[src/verilog/mwb_defines.svh]
// Offsets, field positions and reset values of the memory window base registers
`ifndef MWB_DEFINES_SVH
`define MWB_DEFINES_SVH

// Primary-port byte offsets
`define P_OFF_DS2 8'h1c
`define P_OFF_DS3 8'h20
`define P_OFF_US1 8'h5c
// Secondary-port byte offsets
`define S_OFF_DS2 8'h5c
`define S_OFF_DS3 8'h60
`define S_OFF_US1 8'h1c

// Field positions inside a window register
`define BAR_SPACE_BIT 0
`define BAR_TYPE_MSB  2
`define BAR_TYPE_LSB  1
`define BAR_PREF_BIT  3
`define BAR_ZERO_MSB  11
`define BAR_ZERO_LSB  4
`define BAR_BASE_MSB  31
`define BAR_BASE_LSB  12
`define BAR_EN_BIT    31

// Halves of the 64-bit primary address
`define ADDR_HI_MSB   63
`define ADDR_HI_LSB   32
`define ADDR_LO_MSB   31
`define ADDR_LO_LSB   0

// Fixed field values
`define BAR_SPACE_MEM 1'b0
`define BAR_TYPE_32   2'b00
`define BAR_RESET     32'h0000_0000
`define BASE_RESET    20'h0_0000

`endif

[src/verilog/mwb_pkg.sv]
// Shared types of the memory window base registers
package mwb_pkg;
   typedef logic [31:0] word_t;    // Configuration data word
   typedef logic [19:0] base_t;    // Writable base field, bits 31:12
   typedef logic [7:0]  cfg_addr_t; // Configuration byte offset
   typedef logic [3:0]  be_t;      // Byte enables
   typedef logic [63:0] addr64_t;  // Primary bus address
endpackage

[src/verilog/window_base_reg.sv]
// One memory window base register with setup masking and address match
`timescale 1ns/1ps
`include "mwb_defines.svh"
module window_base_reg (
   input  wire logic          clk,
   input  wire logic          rst,
   input  wire mwb_pkg::word_t setup,
   input  wire logic          enable,
   input  wire logic          wr_en,
   input  wire mwb_pkg::word_t wr_data,
   input  wire mwb_pkg::be_t   wr_be,
   input  wire mwb_pkg::word_t match_addr,
   output mwb_pkg::base_t      base_ff,
   output mwb_pkg::word_t      rd_word,
   output logic                addr_hit
);
   import mwb_pkg::*;

   base_t mask;     // Writable base bits from setup
   base_t lane_msk; // Bits covered by byte enables
   base_t nxt_base; // Next base value

   // Next base: masked write, cleared while disabled
   always_comb begin
      mask     = setup[`BAR_BASE_MSB:`BAR_BASE_LSB];
      lane_msk = {{8{wr_be[3]}}, {8{wr_be[2]}}, {4{wr_be[1]}}};
      nxt_base = base_ff;
      if (wr_en) begin
         // Only lanes enabled by the access change
         nxt_base = (wr_data[`BAR_BASE_MSB:`BAR_BASE_LSB] & lane_msk) | (base_ff & ~lane_msk);
      end
      nxt_base = nxt_base & mask;
      if (!enable) begin
         nxt_base = `BASE_RESET;
      end
   end

   // Base storage
   always_ff @(posedge clk or posedge rst) begin
      if (rst) begin
         base_ff <= `BASE_RESET;
      end else begin
         base_ff <= nxt_base;
      end
   end

   // Read image and address compare
   always_comb begin
      rd_word = `BAR_RESET;
      rd_word[`BAR_SPACE_BIT] = `BAR_SPACE_MEM;
      rd_word[`BAR_TYPE_MSB:`BAR_TYPE_LSB] = `BAR_TYPE_32;
      rd_word[`BAR_PREF_BIT] = setup[`BAR_PREF_BIT];
      // Masked again so a setup change hides stale bits at once
      rd_word[`BAR_BASE_MSB:`BAR_BASE_LSB] = base_ff & mask;
      if (!enable) begin
         rd_word = `BAR_RESET;
      end
      // Bits below 12 never take part in the compare
      addr_hit = enable && ((match_addr[`BAR_BASE_MSB:`BAR_BASE_LSB] & mask) == base_ff);
   end
endmodule // window_base_reg

[src/verilog/memory_window_base_registers.sv]
// Three memory window base registers, dual config ports and window claim logic
`timescale 1ns/1ps
`include "mwb_defines.svh"
module memory_window_base_registers (
   input  wire logic               clk,
   input  wire logic               rst,
   // Setup contents, loaded by preload or local processor
   input  wire mwb_pkg::word_t     setup_ds2,
   input  wire mwb_pkg::word_t     setup_ds3,
   input  wire mwb_pkg::word_t     setup_ds3_upper,
   input  wire mwb_pkg::word_t     setup_us1,
   input  wire mwb_pkg::word_t     ds3_upper_base,
   // Primary configuration port
   input  wire logic               p_cfg_rd,
   input  wire logic               p_cfg_wr,
   input  wire mwb_pkg::cfg_addr_t p_cfg_addr,
   input  wire mwb_pkg::be_t       p_cfg_be,
   input  wire mwb_pkg::word_t     p_cfg_wdata,
   output mwb_pkg::word_t          p_cfg_rdata_ff,
   output logic                    p_cfg_ack_ff,
   // Secondary configuration port
   input  wire logic               s_cfg_rd,
   input  wire logic               s_cfg_wr,
   input  wire mwb_pkg::cfg_addr_t s_cfg_addr,
   input  wire mwb_pkg::be_t       s_cfg_be,
   input  wire mwb_pkg::word_t     s_cfg_wdata,
   output mwb_pkg::word_t          s_cfg_rdata_ff,
   output logic                    s_cfg_ack_ff,
   // Primary-side memory request
   input  wire logic               p_req,
   input  wire mwb_pkg::addr64_t   p_addr,
   output logic                    ds2_claim_ff,
   output logic                    ds3_claim_ff,
   output logic                    fwd_down_ff,
   // Secondary-side memory request
   input  wire logic               s_req,
   input  wire mwb_pkg::word_t     s_addr,
   output logic                    us1_claim_ff,
   output logic                    fwd_up_ff
);
   import mwb_pkg::*;

   logic  ds2_en, ds3_en, us1_en;       // Window enables
   logic  p_sel_ds2, p_sel_ds3, p_sel_us1; // Primary decode
   logic  s_sel_ds2, s_sel_ds3, s_sel_us1; // Secondary decode
   logic  ds2_wr, ds3_wr, us1_wr;       // Write strobes
   word_t ds2_wd, ds3_wd, us1_wd;       // Write data
   be_t   ds2_be, ds3_be, us1_be;       // Write byte enables
   word_t ds2_rd, ds3_rd, us1_rd;       // Read images
   base_t ds2_base, ds3_base, us1_base; // Stored bases
   logic  ds2_hit, ds3_lo_hit, us1_hit; // Low-word matches
   logic  ds3_hi_hit;                   // Upper-word match
   word_t nxt_p_rdata, nxt_s_rdata;     // Next read data
   logic  nxt_p_ack, nxt_s_ack;         // Next acks
   logic  nxt_ds2_claim, nxt_ds3_claim, nxt_us1_claim; // Next claims

   // Enables; second downstream stays on while either half is on
   always_comb begin
      ds2_en = setup_ds2[`BAR_EN_BIT];
      ds3_en = setup_ds3[`BAR_EN_BIT] | setup_ds3_upper[`BAR_EN_BIT];
      us1_en = setup_us1[`BAR_EN_BIT];
   end

   // Offset decode for both ports
   always_comb begin
      p_sel_ds2 = (p_cfg_addr == `P_OFF_DS2);
      p_sel_ds3 = (p_cfg_addr == `P_OFF_DS3);
      p_sel_us1 = (p_cfg_addr == `P_OFF_US1);
      s_sel_ds2 = (s_cfg_addr == `S_OFF_DS2);
      s_sel_ds3 = (s_cfg_addr == `S_OFF_DS3);
      s_sel_us1 = (s_cfg_addr == `S_OFF_US1);
   end

   // Write steering; primary wins a same-cycle collision
   always_comb begin
      ds2_wr = (p_cfg_wr & p_sel_ds2) | (s_cfg_wr & s_sel_ds2);
      ds3_wr = (p_cfg_wr & p_sel_ds3) | (s_cfg_wr & s_sel_ds3);
      us1_wr = (p_cfg_wr & p_sel_us1) | (s_cfg_wr & s_sel_us1);
      ds2_wd = (p_cfg_wr & p_sel_ds2) ? p_cfg_wdata : s_cfg_wdata;
      ds3_wd = (p_cfg_wr & p_sel_ds3) ? p_cfg_wdata : s_cfg_wdata;
      us1_wd = (p_cfg_wr & p_sel_us1) ? p_cfg_wdata : s_cfg_wdata;
      ds2_be = (p_cfg_wr & p_sel_ds2) ? p_cfg_be : s_cfg_be;
      ds3_be = (p_cfg_wr & p_sel_ds3) ? p_cfg_be : s_cfg_be;
      us1_be = (p_cfg_wr & p_sel_us1) ? p_cfg_be : s_cfg_be;
   end

   // First downstream window, 32-bit, 2 GB at most
   window_base_reg u_ds2 (
      .clk        (clk),
      .rst        (rst),
      .setup      (setup_ds2),
      .enable     (ds2_en),
      .wr_en      (ds2_wr),
      .wr_data    (ds2_wd),
      .wr_be      (ds2_be),
      .match_addr (p_addr[`ADDR_LO_MSB:`ADDR_LO_LSB]),
      .base_ff    (ds2_base),
      .rd_word    (ds2_rd),
      .addr_hit   (ds2_hit)
   );

   // Second downstream window, low half of a 64-bit range
   window_base_reg u_ds3 (
      .clk        (clk),
      .rst        (rst),
      .setup      (setup_ds3),
      .enable     (ds3_en),
      .wr_en      (ds3_wr),
      .wr_data    (ds3_wd),
      .wr_be      (ds3_be),
      .match_addr (p_addr[`ADDR_LO_MSB:`ADDR_LO_LSB]),
      .base_ff    (ds3_base),
      .rd_word    (ds3_rd),
      .addr_hit   (ds3_lo_hit)
   );

   // Upstream window, 32-bit, 2 GB at most
   window_base_reg u_us1 (
      .clk        (clk),
      .rst        (rst),
      .setup      (setup_us1),
      .enable     (us1_en),
      .wr_en      (us1_wr),
      .wr_data    (us1_wd),
      .wr_be      (us1_be),
      .match_addr (s_addr),
      .base_ff    (us1_base),
      .rd_word    (us1_rd),
      .addr_hit   (us1_hit)
   );

   // Upper address compare; only the second downstream window sees it
   always_comb begin
      ds3_hi_hit = ((p_addr[`ADDR_HI_MSB:`ADDR_HI_LSB] & setup_ds3_upper)
                    == (ds3_upper_base & setup_ds3_upper));
   end

   // Read mux and ack; unmapped offsets read zero
   always_comb begin
      nxt_p_ack   = p_cfg_rd | p_cfg_wr;
      nxt_s_ack   = s_cfg_rd | s_cfg_wr;
      nxt_p_rdata = `BAR_RESET;
      nxt_s_rdata = `BAR_RESET;
      if (p_cfg_rd) begin
         if (p_sel_ds2) begin
            nxt_p_rdata = ds2_rd;
         end else if (p_sel_ds3) begin
            nxt_p_rdata = ds3_rd;
         end else if (p_sel_us1) begin
            nxt_p_rdata = us1_rd;
         end
      end
      if (s_cfg_rd) begin
         if (s_sel_ds2) begin
            nxt_s_rdata = ds2_rd;
         end else if (s_sel_ds3) begin
            nxt_s_rdata = ds3_rd;
         end else if (s_sel_us1) begin
            nxt_s_rdata = us1_rd;
         end
      end
   end

   // Claim decisions for both sides
   always_comb begin
      nxt_ds2_claim = p_req & ds2_hit;
      nxt_ds3_claim = p_req & ds3_lo_hit & ds3_hi_hit;
      nxt_us1_claim = s_req & us1_hit;
   end

   // Registered answers
   always_ff @(posedge clk or posedge rst) begin
      if (rst) begin
         p_cfg_rdata_ff <= `BAR_RESET;
         s_cfg_rdata_ff <= `BAR_RESET;
         p_cfg_ack_ff   <= 1'b0;
         s_cfg_ack_ff   <= 1'b0;
         ds2_claim_ff   <= 1'b0;
         ds3_claim_ff   <= 1'b0;
         fwd_down_ff    <= 1'b0;
         us1_claim_ff   <= 1'b0;
         fwd_up_ff      <= 1'b0;
      end else begin
         p_cfg_rdata_ff <= nxt_p_rdata;
         s_cfg_rdata_ff <= nxt_s_rdata;
         p_cfg_ack_ff   <= nxt_p_ack;
         s_cfg_ack_ff   <= nxt_s_ack;
         ds2_claim_ff   <= nxt_ds2_claim;
         ds3_claim_ff   <= nxt_ds3_claim;
         fwd_down_ff    <= nxt_ds2_claim | nxt_ds3_claim;
         us1_claim_ff   <= nxt_us1_claim;
         fwd_up_ff      <= nxt_us1_claim;
      end
   end
endmodule // memory_window_base_registers

[config.mk]
export PLATFORM = sky130hd
export DESIGN_NAME = memory_window_base_registers
export DESIGN_NICKNAME = d
export VERILOG_FILES = /design/src/verilog/mwb_pkg.sv /design/src/verilog/window_base_reg.sv /design/src/verilog/memory_window_base_registers.sv
export VERILOG_INCLUDE_DIRS = /design/src /design/src/verilog
export SDC_FILE = /design/constraint.sdc
export NUM_CORES = 1
export LEC_CHECK = 0
export BUFFER_PORTS_ARGS = -buffer_cell sky130_fd_sc_hd__buf_2
export CORE_AREA = 2 2 163 165
export CTS_BUF_LIST = sky130_fd_sc_hd__clkbuf_8
export CTS_CLUSTER_DIAMETER = 30
export DETAILED_ROUTE_END_ITERATION = 10
export DIE_AREA = 0 0 165 167
export PLACE_DENSITY_LB_ADDON = 0.05
export SLEW_MARGIN = 40
export SYNTH_ARGS = -nofsm -noshare
export SYNTH_HDL_FRONTEND = slang
export SYNTH_SLANG_ARGS = --single-unit
[constraint.sdc]
create_clock -name clk -period 4 [get_ports clk]
set_input_delay 0.6 -clock clk [delete_from_list [all_inputs] [get_ports clk]]
set_output_delay 0.6 -clock clk [all_outputs]
set_load 0.02 [all_outputs]
Word level (Yosys, flattened, before mapping):

Index checks and enable logic that the tools add are counted.

* bits in registers: 130
* bits of input ports: 352
* output and inout port bits: 71
* logic and storage cells: 87

* equality and inequality tests: 10
* multiplexer cells: 23
* bitwise operators: 40
* reductions and logical operators: 3

Operator list (count)
* two-way mux 32 bit: 14
* bitwise AND 20 bit: 15
* two-way mux 20 bit: 6
* bitwise AND 32 bit: 2
* equality test 20 bit: 3
* NOT 20 bit: 3
* OR 20 bit: 3
* equality test 32 bit: 1
* equality test 8 x 7 -> 1 bit, second input constant: 3
* equality test 8 x 5 -> 1 bit, second input constant: 2
* two-way mux 4 bit: 3
* bitwise AND 1 bit: 10
* equality test 8 x 6 -> 1 bit, second input constant: 1
* OR 1 bit: 7
* logical AND 1 bit: 3

Longest topological paths before layout:

Gate-level depths: netlist (run 1).

* depth after elaboration: 9
* depth in mapped cells: 7
* mapped depth without buffers: 5

Cells and area by module:

A second synthesis (run 1) with hierarchy kept.

* cells, all modules: 1081
* area total of the unflattened synthesis: 10017.1 µm²

Modules (own cells, without submodules)
* memory_window_base_registers: instances 1, cells an instance 490, area each 5674.2 µm², seq. area each 1751.7 µm²
* window_base_reg: instances 3, cells an instance 197, area each 1447.6 µm², seq. area each 500.5 µm²

Worst setup path before layout (run 1):

No wires, ideal clock.

* kind: input -> register
* from: input port p_cfg_addr[7]
* to: register u_ds2.base_ff[12]
* setup time: 0.122 ns
* arrival time: 1.978 ns
* required time: 3.878 ns
* path slack: 1.900 ns
* stages: 4
* buffers on the path: 0
* cells stage by stage: or3_1 > nor4_4 > mux2_2 > o2111a_1

* cells in the longest elaborated chain, start to end: 9
* elaborated cells between the ends (all ways): 12
* those cells by class: eq/ne: 1; mux: 4; bitwise: 7

RTL lines
* start: declaration: RTL line memory_window_base_registers.sv:16 `input wire mwb_pkg::cfg_addr_t p_cfg_addr,`
* equality test 8 x 5 -> 1 bit (no line) *
* bitwise AND 1 bit *: RTL line memory_window_base_registers.sv:76, memory_window_base_registers.sv:79, memory_window_base_registers.sv:82
* two-way mux 4 bit: RTL line memory_window_base_registers.sv:82 `ds2_be = (p_cfg_wr & p_sel_ds2) ? p_cfg_be : s_cfg_be;`
* NOT 20 bit: RTL line window_base_reg.sv:30 `` nxt_base = (wr_data[`BAR_BASE_MSB:`BAR_BASE_LSB] & lane_msk) | (base_ff & ~lane_msk); ``
* bitwise AND 20 bit: RTL line window_base_reg.sv:30
* OR 20 bit: RTL line window_base_reg.sv:30
* two-way mux 20 bit *: RTL line window_base_reg.sv:28 `if (wr_en) begin`
* bitwise AND 20 bit *: RTL line window_base_reg.sv:32 `nxt_base = nxt_base & mask;`
* two-way mux 20 bit *: RTL line window_base_reg.sv:33 `if (!enable) begin`
* net u_ds2.nxt_base[12]: RTL line window_base_reg.sv:21 `base_t nxt_base;`
* end signal: assignment: RTL line window_base_reg.sv:41 `` base_ff <= `BASE_RESET; ``
* end signal: assignment: RTL line window_base_reg.sv:43 `base_ff <= nxt_base;`
* end: declaration: RTL line window_base_reg.sv:13 `output mwb_pkg::base_t base_ff,`

Mark *: on every way through the listed nets, which the timed path passes. The rest lies on a longest branch.

Worst setup path after layout (run 1):

* from: input port p_cfg_addr[7]
* to: register u_us1.base_ff[12]

* cells in the longest elaborated chain, start to end: 9
* elaborated cells between the ends (all ways): 12
* those cells by class: eq/ne: 1; mux: 4; bitwise: 7

RTL lines
* equality test 8 x 7 -> 1 bit (no line) *
* bitwise AND 1 bit *: RTL line memory_window_base_registers.sv:78, memory_window_base_registers.sv:81, memory_window_base_registers.sv:84
* two-way mux 4 bit: RTL line memory_window_base_registers.sv:84 `us1_be = (p_cfg_wr & p_sel_us1) ? p_cfg_be : s_cfg_be;`
* NOT 20 bit: RTL line window_base_reg.sv:30
* bitwise AND 20 bit: RTL line window_base_reg.sv:30
* OR 20 bit: RTL line window_base_reg.sv:30
* two-way mux 20 bit *: RTL line window_base_reg.sv:28
* bitwise AND 20 bit *: RTL line window_base_reg.sv:32
* two-way mux 20 bit *: RTL line window_base_reg.sv:33
* net u_us1.nxt_base[12]: RTL line window_base_reg.sv:21
* end signal: assignment: RTL line window_base_reg.sv:41
* end signal: assignment: RTL line window_base_reg.sv:43
* end: declaration: RTL line window_base_reg.sv:13

Marked as above.

==> results of run 1 <==
[layout make-up]
cell class | instances | area, um^2
Fill cell | 2831 | 16400
Multi-Input combinational cell | 662 | 4260
Sequential cell | 108 | 2700
Timing Repair Buffer | 337 | 1750
Tap cell | 335 | 419
Clock buffer | 9 | 124
Clock inverter | 7 | 98.8
Inverter | 8 | 35.0
Antenna cell | 3 | 7.51
[critical path, stage by stage]
cell	delay, ns
sky130_fd_sc_hd__buf_2	0.10
sky130_fd_sc_hd__nor3_1	0.47
sky130_fd_sc_hd__and4_1	0.84
sky130_fd_sc_hd__buf_4	0.34
sky130_fd_sc_hd__nor4_1	0.08
sky130_fd_sc_hd__a21oi_1	0.24
sky130_fd_sc_hd__o2111a_1	0.24
[stage by stage]
step / total power [W] / util (%)
finish: 0.00230 / 36.5
global route: 0.00241 / 36.5
CTS: 0.00233 / 36.4
detailed placement: 0.00153 / 35.6
global placement: 0.00153 / 35.5
floorplan: 0.00129 / -
[how the worst max path moves through the flow]
stage | start | to | slack, ns | cells after the start
finish | p_cfg_addr[7] | u_us1.base_ff[12] | 1.42 | 7
global route | p_cfg_addr[7] | u_us1.base_ff[15] | 1.25 | 7
CTS | p_cfg_addr[7] | u_us1.base_ff[15] | 1.50 | 7
detailed placement | p_cfg_addr[7] | u_us1.base_ff[15] | 1.06 | 7
global placement | p_cfg_addr[7] | u_us1.base_ff[12] | 1.10 | 7
floorplan | rst | ds2_claim_ff | 0.55 | 1
[where the power goes]
group          switching (W)  internal, W
clock network       0.000445     0.000358
registers        0.000000981      0.00109
logic               0.000247     0.000161
total               0.000693      0.00161
[synthesized netlist by cell type (all sizes together) (8+ instances only)]
cell    number
a21oi       67
and3         9
buf         34
clkbuf      39
dfrtp      108
inv          8
nand2      131
nand4       19
nor2        42
nor2b       20
nor4        63
o2111a      57
o21a        40
o22ai       42
o31ai        9
xor2        74
[flip-flops by register name, summed over array words and instances, names as in the netlist]
signal,flops
p_cfg_rdata_ff,21
s_cfg_rdata_ff,21
u_ds3.base_ff,20
fwd_down_ff,1
u_us1.base_ff,20
ds2_claim_ff,1
s_cfg_ack_ff,1
p_cfg_ack_ff,1
ds3_claim_ff,1
fwd_up_ff,1
u_ds2.base_ff,20
[cells by family (layout without fill, tap and decap cells)]
kind of cell,Yosys count,in the layout
AND/OR/NAND/NOR,318,318
AO/OA/AOI/OAI,242,242
flip-flops,108,108
buffers and inverters,81,361
XOR/XNOR,79,79
other,1,25
multiplexers,1,1
[per-layer routing]
layer  part of all wire, %  vias to the layer above  GRT usage (%)
met5                     0                        -              0
met4                  0.71                        0           3.63
met3                   6.5                       13           3.64
met2                    47                      325           38.1
met1                    46                     3645           33.2
li1                      -                     3674              -
==> impl_results.html, run 1 <==
<table>
<tr><th>Metric</th><th>Value</th></tr>
<tr><th colspan="2">Outcome</th></tr>
<tr><td>Outcome</td><td>finished clean</td></tr>
<tr><th colspan="2">Drt</th></tr>
<tr><td>Vias</td><td>7657</td></tr>
<tr><td>First-iteration detailed-routing DRC count</td><td>between 500 and 600</td></tr>
<tr><td>Via density per instance</td><td>5.21</td></tr>
<tr><td>Drt pass-1 iters</td><td>5</td></tr>
<tr><td>Post-route ant nets</td><td>0</td></tr>
<tr><td>Count of unresolved DRC violations after routing</td><td>0</td></tr>
<tr><td>Routed wire length per instance</td><td>22.5 um</td></tr>
<tr><td>Wirelength, routed</td><td>33.0 mm</td></tr>
<tr><th colspan="2">Setup path</th></tr>
<tr><td>Endpoint arrival time on the critical path</td><td>slightly below 3 ns</td></tr>
<tr><td>Reg-to-reg critical path startpoint</td><td>u_ds3.base_ff[5]</td></tr>
<tr><td>R2R setup slack</td><td>between 1.5 and 2 ns</td></tr>
<tr><td>Worst flop-to-flop path endpoint</td><td>fwd_down_ff</td></tr>
<tr><td>Largest fanout on the critical path</td><td>22</td></tr>
<tr><td>R2r worst-path depth</td><td>5</td></tr>
<tr><td>Required time reported for the critical path endpoint</td><td>4.34 ns</td></tr>
<tr><td>Worst Setup Start Kind</td><td>input port</td></tr>
<tr><td>CP endpoint kind</td><td>register</td></tr>
<tr><td>Setup CP Type</td><td>in -&gt; reg</td></tr>
<tr><th colspan="2">Synth</th></tr>
<tr><td>Compound-cell area share of the yosys netlist</td><td>25.6%</td></tr>
<tr><td>Ys async rst share</td><td>100%</td></tr>
<tr><td>Post-synthesis share of cell area spent on and, or, nand and nor gates</td><td>~22%</td></tr>
<tr><td>Count of distinct cell types in the synthesized netlist</td><td>54</td></tr>
<tr><td>Library cell occupying the most area in the post-synthesis netlist</td><td>sky130_fd_sc_hd__dfrtp_1</td></tr>
<tr><td>Gate Count Post-Synth</td><td>830</td></tr>
<tr><td>Xor-xnor portion of the synthesized cell area</td><td>approximately a tenth</td></tr>
<tr><td>Post-synthesis share of cell area spent on full adders, half adders and majority gates</td><td>0%</td></tr>
<tr><td>Share of synthesized area spent on multiplexers</td><td>0.155%</td></tr>
<tr><td>Post-synthesis sequential element count</td><td>108</td></tr>
<tr><td>Area of the mapped netlist</td><td>roughly 0.0073 mm^2</td></tr>
<tr><td>Seq/Total Area, Yosys</td><td>37.2%</td></tr>
<tr><td>Top cells by area, synth</td><td>sky130_fd_sc_hd__dfrtp_1 (37%), sky130_fd_sc_hd__xor2_1 (8.9%), sky130_fd_sc_hd__o2111a_1 (8.8%)</td></tr>
<tr><td>Number of flops mapped to enable cells by yosys</td><td>0</td></tr>
<tr><td>Largest family of logic cells by synthesized area</td><td>compound AO/OA/AOI/OAI gates</td></tr>
<tr><td>Most common flop cell mapped by yosys</td><td>sky130_fd_sc_hd__dfrtp_1</td></tr>
<tr><td>Area fraction of the dominant cell type after synthesis</td><td>between 30% and 40%</td></tr>
<tr><td>Synth warnings</td><td>0</td></tr>
<tr><td>Mean post-synth cell area</td><td>slightly below 9 um^2</td></tr>
<tr><th colspan="2">Clocking</th></tr>
<tr><td>Post-cts sizing count</td><td>0</td></tr>
<tr><td>Clock tree from TritonCTS</td><td>done</td></tr>
<tr><td>Bufs on Longest Clock Path</td><td>2</td></tr>
<tr><td>Number of levels in the clock H-tree</td><td>3</td></tr>
<tr><td>Inserted Clock Buffers</td><td>9</td></tr>
<tr><td>Number of setup buffers added after CTS</td><td>0</td></tr>
<tr><td>Clock Tree Root</td><td>sky130_fd_sc_hd__clkbuf_8</td></tr>
<tr><td>Later-pin clock latency in the skew report</td><td>0.40 ns</td></tr>
<tr><td>Num Clock Sinks</td><td>108</td></tr>
<tr><td>Clock-pin slew on the worst setup and hold paths</td><td>0.12 ns</td></tr>
<tr><td>Total of hold buffers inserted after clock tree synthesis</td><td>0</td></tr>
<tr><th colspan="2">Timing</th></tr>
<tr><td>Setup clock skew after layout</td><td>approximately 0.014 ns</td></tr>
<tr><td>Worst setup slack after layout</td><td>1.42 ns</td></tr>
<tr><td>Number of failing setup endpoints in the final timing report</td><td>0</td></tr>
<tr><td>Max Clk Rate</td><td>387 MHz</td></tr>
<tr><td>Worst hold slack</td><td>0.270 ns</td></tr>
<tr><td>Final Hold Violating Endpoints</td><td>0</td></tr>
<tr><td>Setup repair after global routing missed its margin</td><td>false</td></tr>
<tr><td>Max-Slew Margin vs Limit</td><td>between 40% and 50%</td></tr>
<tr><td>Post-route setup TNS</td><td>0 ns</td></tr>
<tr><td>Total count of max-transition violations in the final report</td><td>0</td></tr>
<tr><td>Final Cycle Share</td><td>64.6%</td></tr>
<tr><td>Time the final worst path needs with I/O delays and setup</td><td>2.58 ns</td></tr>
<tr><td>Least-Margin Pin Slew</td><td>0.845 ns</td></tr>
<tr><th colspan="2">Place</th></tr>
<tr><td>Cell count after placement</td><td>1450</td></tr>
<tr><td>DP Wirelength</td><td>approximately 26 mm</td></tr>
<tr><td>I/O Buffers</td><td>around 320</td></tr>
<tr><td>Worst slack at placement</td><td>~1.1 ns</td></tr>
<tr><td>Routability cong.</td><td>0.855</td></tr>
<tr><td>Placed instance area</td><td>roughly 0.009 mm^2</td></tr>
<tr><th colspan="2">Floorplan</th></tr>
<tr><td>Starting density of the core</td><td>around 28%</td></tr>
<tr><td>Die Outline Area</td><td>0.0276 mm^2</td></tr>
<tr><td>Number of top-level design ports</td><td>423</td></tr>
<tr><td>Floorplan die height</td><td>between 150 and 200 um</td></tr>
<tr><td>FP Rows</td><td>59</td></tr>
<tr><td>Horizontal die dimension</td><td>165 um</td></tr>
<tr><td>Core region area</td><td>0.0258 mm^2</td></tr>
<tr><th colspan="2">Global routing</th></tr>
<tr><td>Largest net degree at the start of global routing</td><td>66</td></tr>
<tr><td>Global-route usage over all layers</td><td>between 20% and 30%</td></tr>
<tr><td>Via count of the first global-routing pass</td><td>7377</td></tr>
<tr><td>GRT overflow</td><td>0</td></tr>
<tr><td>Initial antenna violation count</td><td>3</td></tr>
<tr><td>Wire length of the first global-routing pass</td><td>46.9 mm</td></tr>
<tr><th colspan="2">Power and ir drop</th></tr>
<tr><td>Reported leakage power</td><td>4.41 nW</td></tr>
<tr><td>IR Drop Worst-Case VDD</td><td>0.149 mV</td></tr>
<tr><td>Cell area power density</td><td>245 mW/mm^2</td></tr>
<tr><th colspan="2">Final layout</th></tr>
<tr><td>Most frequent standard cell in the layout excluding fill and tap cells</td><td>sky130_fd_sc_hd__buf_2</td></tr>
<tr><td>Post-route insts no fill</td><td>1469</td></tr>
<tr><td>Area of all placed cells without fillers</td><td>0.00940 mm^2</td></tr>
<tr><td>Most frequent cells in the layout</td><td>sky130_fd_sc_hd__buf_2 (317), sky130_fd_sc_hd__nand2_1 (130), sky130_fd_sc_hd__dfrtp_1 (108)</td></tr>
<tr><td>Fraction of layout instances using a drive strength above 1</td><td>approximately a third</td></tr>
<tr><td>Number of nets in the finished design</td><td>1478</td></tr>
<tr><td>Area added between synthesis and finish</td><td>29.2%</td></tr>
<tr><th colspan="2">Worst hold path</th></tr>
<tr><td>Min-delay worst type</td><td>in -&gt; async</td></tr>
<tr><th colspan="2">Flow run</th></tr>
<tr><td>Number of max-capacitance violations reported</td><td>0</td></tr>
</table>
Power figures use the tool's default switching activity.
==> inputs of run 2 (changes only) <==
==> constraint.sdc (replaced) <==
create_clock -name clk -period 2.4 [get_ports clk]
set_input_delay 0.36 -clock clk [delete_from_list [all_inputs] [get_ports clk]]
set_output_delay 0.36 -clock clk [all_outputs]
set_load 0.02 [all_outputs]
==> run 2 against run 1 <==
Net effect: clock skew down 0.0046 ns; combinational power is 69% higher; sequential power is 67% higher; worst hold slack worse by 0.062 ns; via count is 0.21% higher; count of clock-buffer cells in the layout stayed put; global-route usage grew 0.18 points; non-clock buffer count rose by 10; critical path depth shrank 2; first-iteration DRC count fell by 9.8%; largest cell class unchanged; largest power group unchanged; highest routed layer unchanged.
==> impl_results.html, run 2 (synthesis gave the netlist of run 1 again) <==
<table>
<tr><th>Metric</th><th>Value</th></tr>
<tr><th colspan="2">Setup path</th></tr>
<tr><td>Cell chain of the critical path</td><td>a21oi_1 &gt; o211ai_1 &gt; a2111o_1 &gt; or4_1 &gt; o31ai_1</td></tr>
<tr><td>Source of the critical timing path</td><td>u_ds3.base_ff[5]</td></tr>
<tr><td>Largest fanout on the critical path</td><td>4</td></tr>
<tr><td>Standard cell with the maximum stage delay on the critical path</td><td>sky130_fd_sc_hd__or4_1</td></tr>
<tr><td>Slowest stage delay, CP</td><td>0.61 ns</td></tr>
<tr><td>Bufs and invs on worst path</td><td>0</td></tr>
<tr><td>Endpoint arrival time on the critical path</td><td>2.38 ns</td></tr>
<tr><td>CP endpoint kind</td><td>register</td></tr>
<tr><td>Kind of cell adding the most delay to the critical path</td><td>compound AO/OA/AOI/OAI gates</td></tr>
<tr><td>Setup CP Type</td><td>reg -&gt; reg</td></tr>
<tr><td>Reg-to-reg critical path startpoint</td><td>u_ds3.base_ff[5]</td></tr>
<tr><td>Required time reported for the critical path endpoint</td><td>about 2.7 ns</td></tr>
<tr><td>Worst Setup Start Kind</td><td>register</td></tr>
<tr><td>R2R setup slack</td><td>0.33 ns</td></tr>
<tr><th colspan="2">Power and ir drop</th></tr>
<tr><td>Total power after layout</td><td>0.00376 W</td></tr>
<tr><td>Cell area power density</td><td>395 mW/mm^2</td></tr>
<tr><td>IR Drop Worst-Case VDD</td><td>0.210 mV</td></tr>
<tr><td>Reported leakage power</td><td>4.46 nW</td></tr>
<tr><th colspan="2">Timing</th></tr>
<tr><td>Worst hold slack</td><td>between 0.2 and 0.25 ns</td></tr>
<tr><td>Max-Slew Margin vs Limit</td><td>51.2%</td></tr>
<tr><td>Final Hold Violating Endpoints</td><td>0</td></tr>
<tr><td>Setup clock skew after layout</td><td>0.00922 ns</td></tr>
<tr><td>Total count of max-transition violations in the final report</td><td>0</td></tr>
<tr><td>Max Clk Rate</td><td>about 480 MHz</td></tr>
<tr><td>Final Cycle Share</td><td>86.1%</td></tr>
<tr><td>Time the final worst path needs with I/O delays and setup</td><td>a little over 2 ns</td></tr>
<tr><td>Least-Margin Pin Slew</td><td>between 0.7 and 0.8 ns</td></tr>
<tr><td>Setup repair after global routing missed its margin</td><td>false</td></tr>
<tr><td>Number of failing setup endpoints in the final timing report</td><td>0</td></tr>
<tr><td>Post-route setup TNS</td><td>0 ns</td></tr>
<tr><th colspan="2">Drt</th></tr>
<tr><td>First-iteration detailed-routing DRC count</td><td>477</td></tr>
<tr><td>Wirelength, routed</td><td>33.1 mm</td></tr>
<tr><td>Post-route ant nets</td><td>0</td></tr>
<tr><td>Vias</td><td>7673</td></tr>
<tr><td>Via density per instance</td><td>5.18</td></tr>
<tr><td>Drt pass-1 iters</td><td>5</td></tr>
<tr><td>Routed wire length per instance</td><td>about 22 um</td></tr>
<tr><td>Count of unresolved DRC violations after routing</td><td>0</td></tr>
<tr><th colspan="2">Final layout</th></tr>
<tr><td>Fill cell total of the finished layout</td><td>2750</td></tr>
<tr><td>Fraction of layout instances using a drive strength above 1</td><td>32.9%</td></tr>
<tr><td>Number of nets in the finished design</td><td>around 1500</td></tr>
<tr><td>Area added between synthesis and finish</td><td>30.9%</td></tr>
<tr><td>Most frequent cells in the layout</td><td>sky130_fd_sc_hd__buf_2 (317), sky130_fd_sc_hd__nand2_1 (131), sky130_fd_sc_hd__dfrtp_1 (108)</td></tr>
<tr><td>Registers with the most flip-flops</td><td>p_cfg_rdata_ff (21), s_cfg_rdata_ff (21)</td></tr>
<tr><td>Most frequent standard cell in the layout excluding fill and tap cells</td><td>sky130_fd_sc_hd__buf_2</td></tr>
<tr><th colspan="2">Floorplan</th></tr>
<tr><td>Starting density of the core</td><td>28.2%</td></tr>
<tr><td>FP Rows</td><td>59</td></tr>
<tr><td>Number of top-level design ports</td><td>423</td></tr>
<tr><td>Horizontal die dimension</td><td>165 um</td></tr>
<tr><td>Core region area</td><td>between 0.02 and 0.03 mm^2</td></tr>
<tr><td>Floorplan die height</td><td>167 um</td></tr>
<tr><td>Die Outline Area</td><td>0.0276 mm^2</td></tr>
<tr><th colspan="2">Global routing</th></tr>
<tr><td>Initial antenna violation count</td><td>5</td></tr>
<tr><td>Via count of the first global-routing pass</td><td>7729</td></tr>
<tr><td>Largest net degree at the start of global routing</td><td>61</td></tr>
<tr><td>GRT overflow</td><td>0</td></tr>
<tr><td>Wire length of the first global-routing pass</td><td>around 47 mm</td></tr>
<tr><td>Global-route usage over all layers</td><td>a little under a quarter</td></tr>
<tr><th colspan="2">Clocking</th></tr>
<tr><td>Number of levels in the clock H-tree</td><td>3</td></tr>
<tr><td>Num Clock Sinks</td><td>108</td></tr>
<tr><td>Clock Tree Root</td><td>sky130_fd_sc_hd__clkbuf_8</td></tr>
<tr><td>Post-cts sizing count</td><td>0</td></tr>
<tr><td>Clock tree from TritonCTS</td><td>done</td></tr>
<tr><td>Bufs on Longest Clock Path</td><td>2</td></tr>
<tr><td>Later-pin clock latency in the skew report</td><td>0.40 ns</td></tr>
<tr><td>Clock-pin slew on the worst setup and hold paths</td><td>about 0.12 ns</td></tr>
<tr><td>Number of setup buffers added after CTS</td><td>0</td></tr>
<tr><td>Inserted Clock Buffers</td><td>9</td></tr>
<tr><th colspan="2">Place</th></tr>
<tr><td>Routability cong.</td><td>0.897</td></tr>
<tr><td>DP Wirelength</td><td>between 20 and 30 mm</td></tr>
<tr><td>I/O Buffers</td><td>between 300 and 400</td></tr>
<tr><th colspan="2">Outcome</th></tr>
<tr><td>Outcome</td><td>finished clean</td></tr>
<tr><th colspan="2">Worst hold path</th></tr>
<tr><td>Worst Min Path Start</td><td>p_cfg_wr</td></tr>
<tr><td>Min-delay worst type</td><td>in -&gt; reg</td></tr>
<tr><th colspan="2">Flow run</th></tr>
<tr><td>Number of max-capacitance violations reported</td><td>0</td></tr>
</table>
run 2: what timing repair did:
action | in CTS | in global routing
hold buffers | 1 | 0
endpoints found under the hold margin | 5 | 0
endpoints found under the setup margin | 0 | 0
run 2: worst paths after layout:
check / depth (start not counted) / end
max: 5 / fwd_down_ff
min: 2 / p_cfg_ack_ff
max reg2reg: 5 / fwd_down_ff
min reg2reg: 1 / u_us1.base_ff[19]
max in group asynchronous: 4 / u_us1.base_ff[3]
min in group asynchronous: 3 / u_ds3.base_ff[17]
run 2: cell type report:
cell class	count	area, um^2	area share, %
Inverter	8	33.8	0.355
Antenna cell	5	12.5	0.131
Tap cell	335	419	4.40
Clock buffer	9	124	1.30
Multi-Input combinational cell	662	4270	44.8
Clock inverter	7	83.8	0.881
Timing Repair Buffer	347	1880	19.7
Sequential cell	108	2700	28.4
run 2: per-stage QoR:
step,setup slack (ns),instance area (um^2),std cells,utilization [%]
after CTS,0.301,9510,1476,36.9
final,0.333,9520,1481,36.9
after global routing,0.260,9520,1480,36.9
after floorplan,0.540,7350,851,-
after detailed placement,0.227,9290,1459,36.0
after global placement,0.0429,9270,1459,36.0
run 2: power by group:
group	internal (W)	switching, W	total, W
combinational	0.000277	0.000414	0.000691
clock	0.000503	0.000748	0.00125
sequential	0.00182	0.00000180	0.00182
total	0.00260	0.00116	0.00376
run 2: metal layers:
| metal | wire length [um] | vias up | global-route usage [%] |
|---|---|---|---|
| met5 | 0 | - | 0 |
| met4 | 385 | 0 | 5.18 |
| li1 | - | 3692 | - |
| met1 | 15100 | 3640 | 32.9 |
| met3 | 2240 | 20 | 3.99 |
| met2 | 15400 | 321 | 38.1 |
==> inputs of run 3 (changes only) <==
--- a/config.mk
+++ b/config.mk
@@ -16,4 +16,5 @@
 export SLEW_MARGIN = 40
 export SYNTH_ARGS = -nofsm -noshare
 export SYNTH_HDL_FRONTEND = slang
+export SYNTH_HIERARCHICAL = 1
 export SYNTH_SLANG_ARGS = --single-unit
==> run 3 against run 2 <==
Net effect: sequential power up 20%; utilization increased by 9.3 points; die area stayed put; maximum frequency rose by 0.46%; critical path type unchanged; critical endpoint unchanged; highest routed layer is now met5.
==> impl_results.html, run 3 <==
<table>
<tr><th>Metric</th><th>Value</th></tr>
<tr><th colspan="2">Outcome</th></tr>
<tr><td>Outcome</td><td>finished clean</td></tr>
<tr><th colspan="2">Place</th></tr>
<tr><td>I/O Buffers</td><td>339</td></tr>
<tr><td>DP Wirelength</td><td>roughly 28 mm</td></tr>
<tr><td>Worst slack at placement</td><td>0.184 ns</td></tr>
<tr><td>Routability cong.</td><td>approximately 0.85</td></tr>
<tr><th colspan="2">Global routing</th></tr>
<tr><td>Initial antenna violation count</td><td>10</td></tr>
<tr><td>Largest net degree at the start of global routing</td><td>44</td></tr>
<tr><td>Via count of the first global-routing pass</td><td>~8800</td></tr>
<tr><td>GRT overflow</td><td>0</td></tr>
<tr><td>Wire length of the first global-routing pass</td><td>52.1 mm</td></tr>
<tr><td>Global-route usage over all layers</td><td>between 20% and 30%</td></tr>
<tr><th colspan="2">Timing</th></tr>
<tr><td>Worst hold slack</td><td>0.133 ns</td></tr>
<tr><td>Least-Margin Pin Slew</td><td>about 0.66 ns</td></tr>
<tr><td>Post-route setup TNS</td><td>0 ns</td></tr>
<tr><td>Final Cycle Share</td><td>a little under nine tenths</td></tr>
<tr><td>Total count of max-transition violations in the final report</td><td>0</td></tr>
<tr><td>Time the final worst path needs with I/O delays and setup</td><td>around 2.1 ns</td></tr>
<tr><td>Max Clk Rate</td><td>between 400 and 500 MHz</td></tr>
<tr><td>Number of failing setup endpoints in the final timing report</td><td>0</td></tr>
<tr><td>Final Hold Violating Endpoints</td><td>0</td></tr>
<tr><td>Setup clock skew after layout</td><td>0.0186 ns</td></tr>
<tr><td>Max-Slew Margin vs Limit</td><td>roughly 56%</td></tr>
<tr><td>Worst setup slack after layout</td><td>0.342 ns</td></tr>
<tr><td>Setup repair after global routing missed its margin</td><td>false</td></tr>
<tr><th colspan="2">Drt</th></tr>
<tr><td>Routed wire length per instance</td><td>~20 um</td></tr>
<tr><td>First-iteration detailed-routing DRC count</td><td>between 700 and 800</td></tr>
<tr><td>Wire length on met3</td><td>2.39 mm</td></tr>
<tr><td>Wirelength, routed</td><td>35.3 mm</td></tr>
<tr><td>Via density per instance</td><td>approximately 5.2</td></tr>
<tr><td>Vias</td><td>9072</td></tr>
<tr><td>Post-route ant nets</td><td>0</td></tr>
<tr><td>Detailed-routed wire length on met2</td><td>16.2 mm</td></tr>
<tr><td>Count of unresolved DRC violations after routing</td><td>0</td></tr>
<tr><td>Drt pass-1 iters</td><td>5</td></tr>
<tr><td>Met1 layer wirelength in the final routing</td><td>16.1 mm</td></tr>
<tr><td>Highest Signal Layer</td><td>met5</td></tr>
<tr><th colspan="2">Synth</th></tr>
<tr><td>Synth warnings</td><td>6</td></tr>
<tr><td>Area of the mapped netlist</td><td>0.00955 mm^2</td></tr>
<tr><td>Gate Count Post-Synth</td><td>1042</td></tr>
<tr><td>Mean post-synth cell area</td><td>9.16 um^2</td></tr>
<tr><th colspan="2">Final layout</th></tr>
<tr><td>Most frequent standard cell in the layout excluding fill and tap cells</td><td>sky130_fd_sc_hd__buf_2</td></tr>
<tr><td>Number of nets in the finished design</td><td>1723</td></tr>
<tr><td>Fraction of the core area covered by cells at the end of the flow</td><td>46.2%</td></tr>
<tr><td>Registers with the most flip-flops</td><td>p_cfg_rdata_ff (32), s_cfg_rdata_ff (32)</td></tr>
<tr><td>Area added between synthesis and finish</td><td>24.7%</td></tr>
<tr><td>Fraction of layout instances using a drive strength above 1</td><td>40.0%</td></tr>
<tr><td>Most frequent cells in the layout</td><td>sky130_fd_sc_hd__buf_2 (339), sky130_fd_sc_hd__nand2_1 (147), sky130_fd_sc_hd__dfrtp_1 (130)</td></tr>
<tr><th colspan="2">Setup path</th></tr>
<tr><td>Endpoint arrival time on the critical path</td><td>roughly 2.4 ns</td></tr>
<tr><td>Required time reported for the critical path endpoint</td><td>2.75 ns</td></tr>
<tr><td>Kind of cell adding the most delay to the critical path</td><td>simple AND/OR/NAND/NOR gates</td></tr>
<tr><td>Standard cell with the maximum stage delay on the critical path</td><td>sky130_fd_sc_hd__or4_1</td></tr>
<tr><td>Worst Setup Start Kind</td><td>register</td></tr>
<tr><td>Slowest stage delay, CP</td><td>0.54 ns</td></tr>
<tr><td>Bufs and invs on worst path</td><td>0</td></tr>
<tr><td>Setup CP Type</td><td>reg -&gt; reg</td></tr>
<tr><td>Cell chain of the critical path</td><td>a21oi_1 &gt; o22ai_1 &gt; or4_1 &gt; nor4_2 &gt; nand4_1 &gt; o31ai_1</td></tr>
<tr><td>CP endpoint kind</td><td>register</td></tr>
<tr><td>Largest fanout on the critical path</td><td>4</td></tr>
<tr><th colspan="2">Clocking</th></tr>
<tr><td>Clock Tree Root</td><td>sky130_fd_sc_hd__clkbuf_8</td></tr>
<tr><td>Post-cts sizing count</td><td>0</td></tr>
<tr><td>Num Clock Sinks</td><td>130</td></tr>
<tr><td>Inserted Clock Buffers</td><td>17</td></tr>
<tr><td>Number of levels in the clock H-tree</td><td>4</td></tr>
<tr><td>Bufs on Longest Clock Path</td><td>2</td></tr>
<tr><td>Clock tree from TritonCTS</td><td>done</td></tr>
<tr><td>Later-pin clock latency in the skew report</td><td>0.46 ns</td></tr>
<tr><td>Number of setup buffers added after CTS</td><td>0</td></tr>
<tr><td>Clock-pin slew on the worst setup and hold paths</td><td>approximately 0.1 ns</td></tr>
<tr><th colspan="2">Floorplan</th></tr>
<tr><td>Horizontal die dimension</td><td>roughly 170 um</td></tr>
<tr><td>Number of top-level design ports</td><td>~420</td></tr>
<tr><td>Starting density of the core</td><td>37.1%</td></tr>
<tr><td>Core region area</td><td>roughly 0.026 mm^2</td></tr>
<tr><td>Floorplan die height</td><td>167 um</td></tr>
<tr><td>FP Rows</td><td>59</td></tr>
<tr><td>Die Outline Area</td><td>0.0276 mm^2</td></tr>
<tr><th colspan="2">Power and ir drop</th></tr>
<tr><td>Cell area power density</td><td>432 mW/mm^2</td></tr>
<tr><td>IR Drop Worst-Case VDD</td><td>roughly 0.35 mV</td></tr>
<tr><td>Reported leakage power</td><td>6.02 nW</td></tr>
<tr><td>Total power after layout</td><td>between 0.005 and 0.006 W</td></tr>
<tr><th colspan="2">Worst hold path</th></tr>
<tr><td>Min-delay worst type</td><td>in -&gt; reg</td></tr>
<tr><th colspan="2">Flow run</th></tr>
<tr><td>Number of max-capacitance violations reported</td><td>0</td></tr>
</table>
run 3: changes by cell type in the layout (fill, tap and decap cells not counted), sizes merged, moves of 30 or more:
cell | before | now
o21a | 40 | 0
o2111a | 57 | 0
nor2 | 42 | 1
nor2b | 20 | 65
buf | 346 | 377
o22ai | 42 | 9
nor4 | 63 | 4
and3 | 9 | 95
xor2 | 74 | 44
mux2 | 1 | 133
a22oi | 2 | 66
nand3 | 7 | 67
run 3: area by class of cell:
cell class	instances	area, um^2
flip-flops and latches	130	3250
clock buffers	18	248
repair buffers	378	2020
fillers	2671	13900
diodes	10	25.0
multi-input cells	839	5750
inverters	5	18.8
well taps	335	419
clock inverters	14	176
run 3: worst min-delay path, delay by kind of cell:
family                 cells  cell delay (ns)
buffers and inverters      1             0.11
and+or+nand+nor            1             0.06
AOI/OAI and AO/OA          1             0.03
run 3: metrics by stage:
| step | instances | instance area (um^2) |
|---|---|---|
| final | 1729 | 11900 |
| after CTS | 1719 | 11900 |
| after floorplan | 1072 | 9660 |
| after detailed placement | 1686 | 11400 |
| after global routing | 1723 | 11900 |
| after global placement | 1686 | 11400 |
run 3: power breakdown:
group	leakage, nW	total [W]	switching [W]	internal, W
Sequential	1.81	0.00219	0.00000113	0.00219
Clock	0.222	0.00210	0.00102	0.00108
Combinational	3.99	0.000847	0.000450	0.000397
Total	6.02	0.00514	0.00147	0.00366
run 3: metal layers:
layer | GRT usage, % | up-vias
li1 | - | 4362
met1 | 35.8 | 4342
met2 | 39.8 | 319
met3 | 5.08 | 43
met4 | 6.09 | 6
met5 | 0 | -
run 3: timing repair:
| item | in CTS | in global routing |
|---|---|---|
| hold buffers | 1 | 0 |
| hold endpoints to repair | 49 | 0 |
| endpoints found under the setup margin | 0 | 0 |
run 3: final timing paths:
kind | startpoint | to | slack (ns) | depth (start not counted)
setup / recovery | u_ds3/base_ff[4] | fwd_down_ff | 0.34 | 6
hold / removal | setup_ds2[19] | u_ds2/base_ff[7] | 0.13 | 3
setup reg to reg | u_ds3/base_ff[4] | fwd_down_ff | 0.34 | 6
hold reg to reg | u_ds3/base_ff[11] | u_ds3/base_ff[11] | 0.55 | 2
max in group asynchronous | rst | fwd_down_ff | 1.17 | 4
min in group asynchronous | rst | s_cfg_rdata_ff[23] | 0.50 | 3
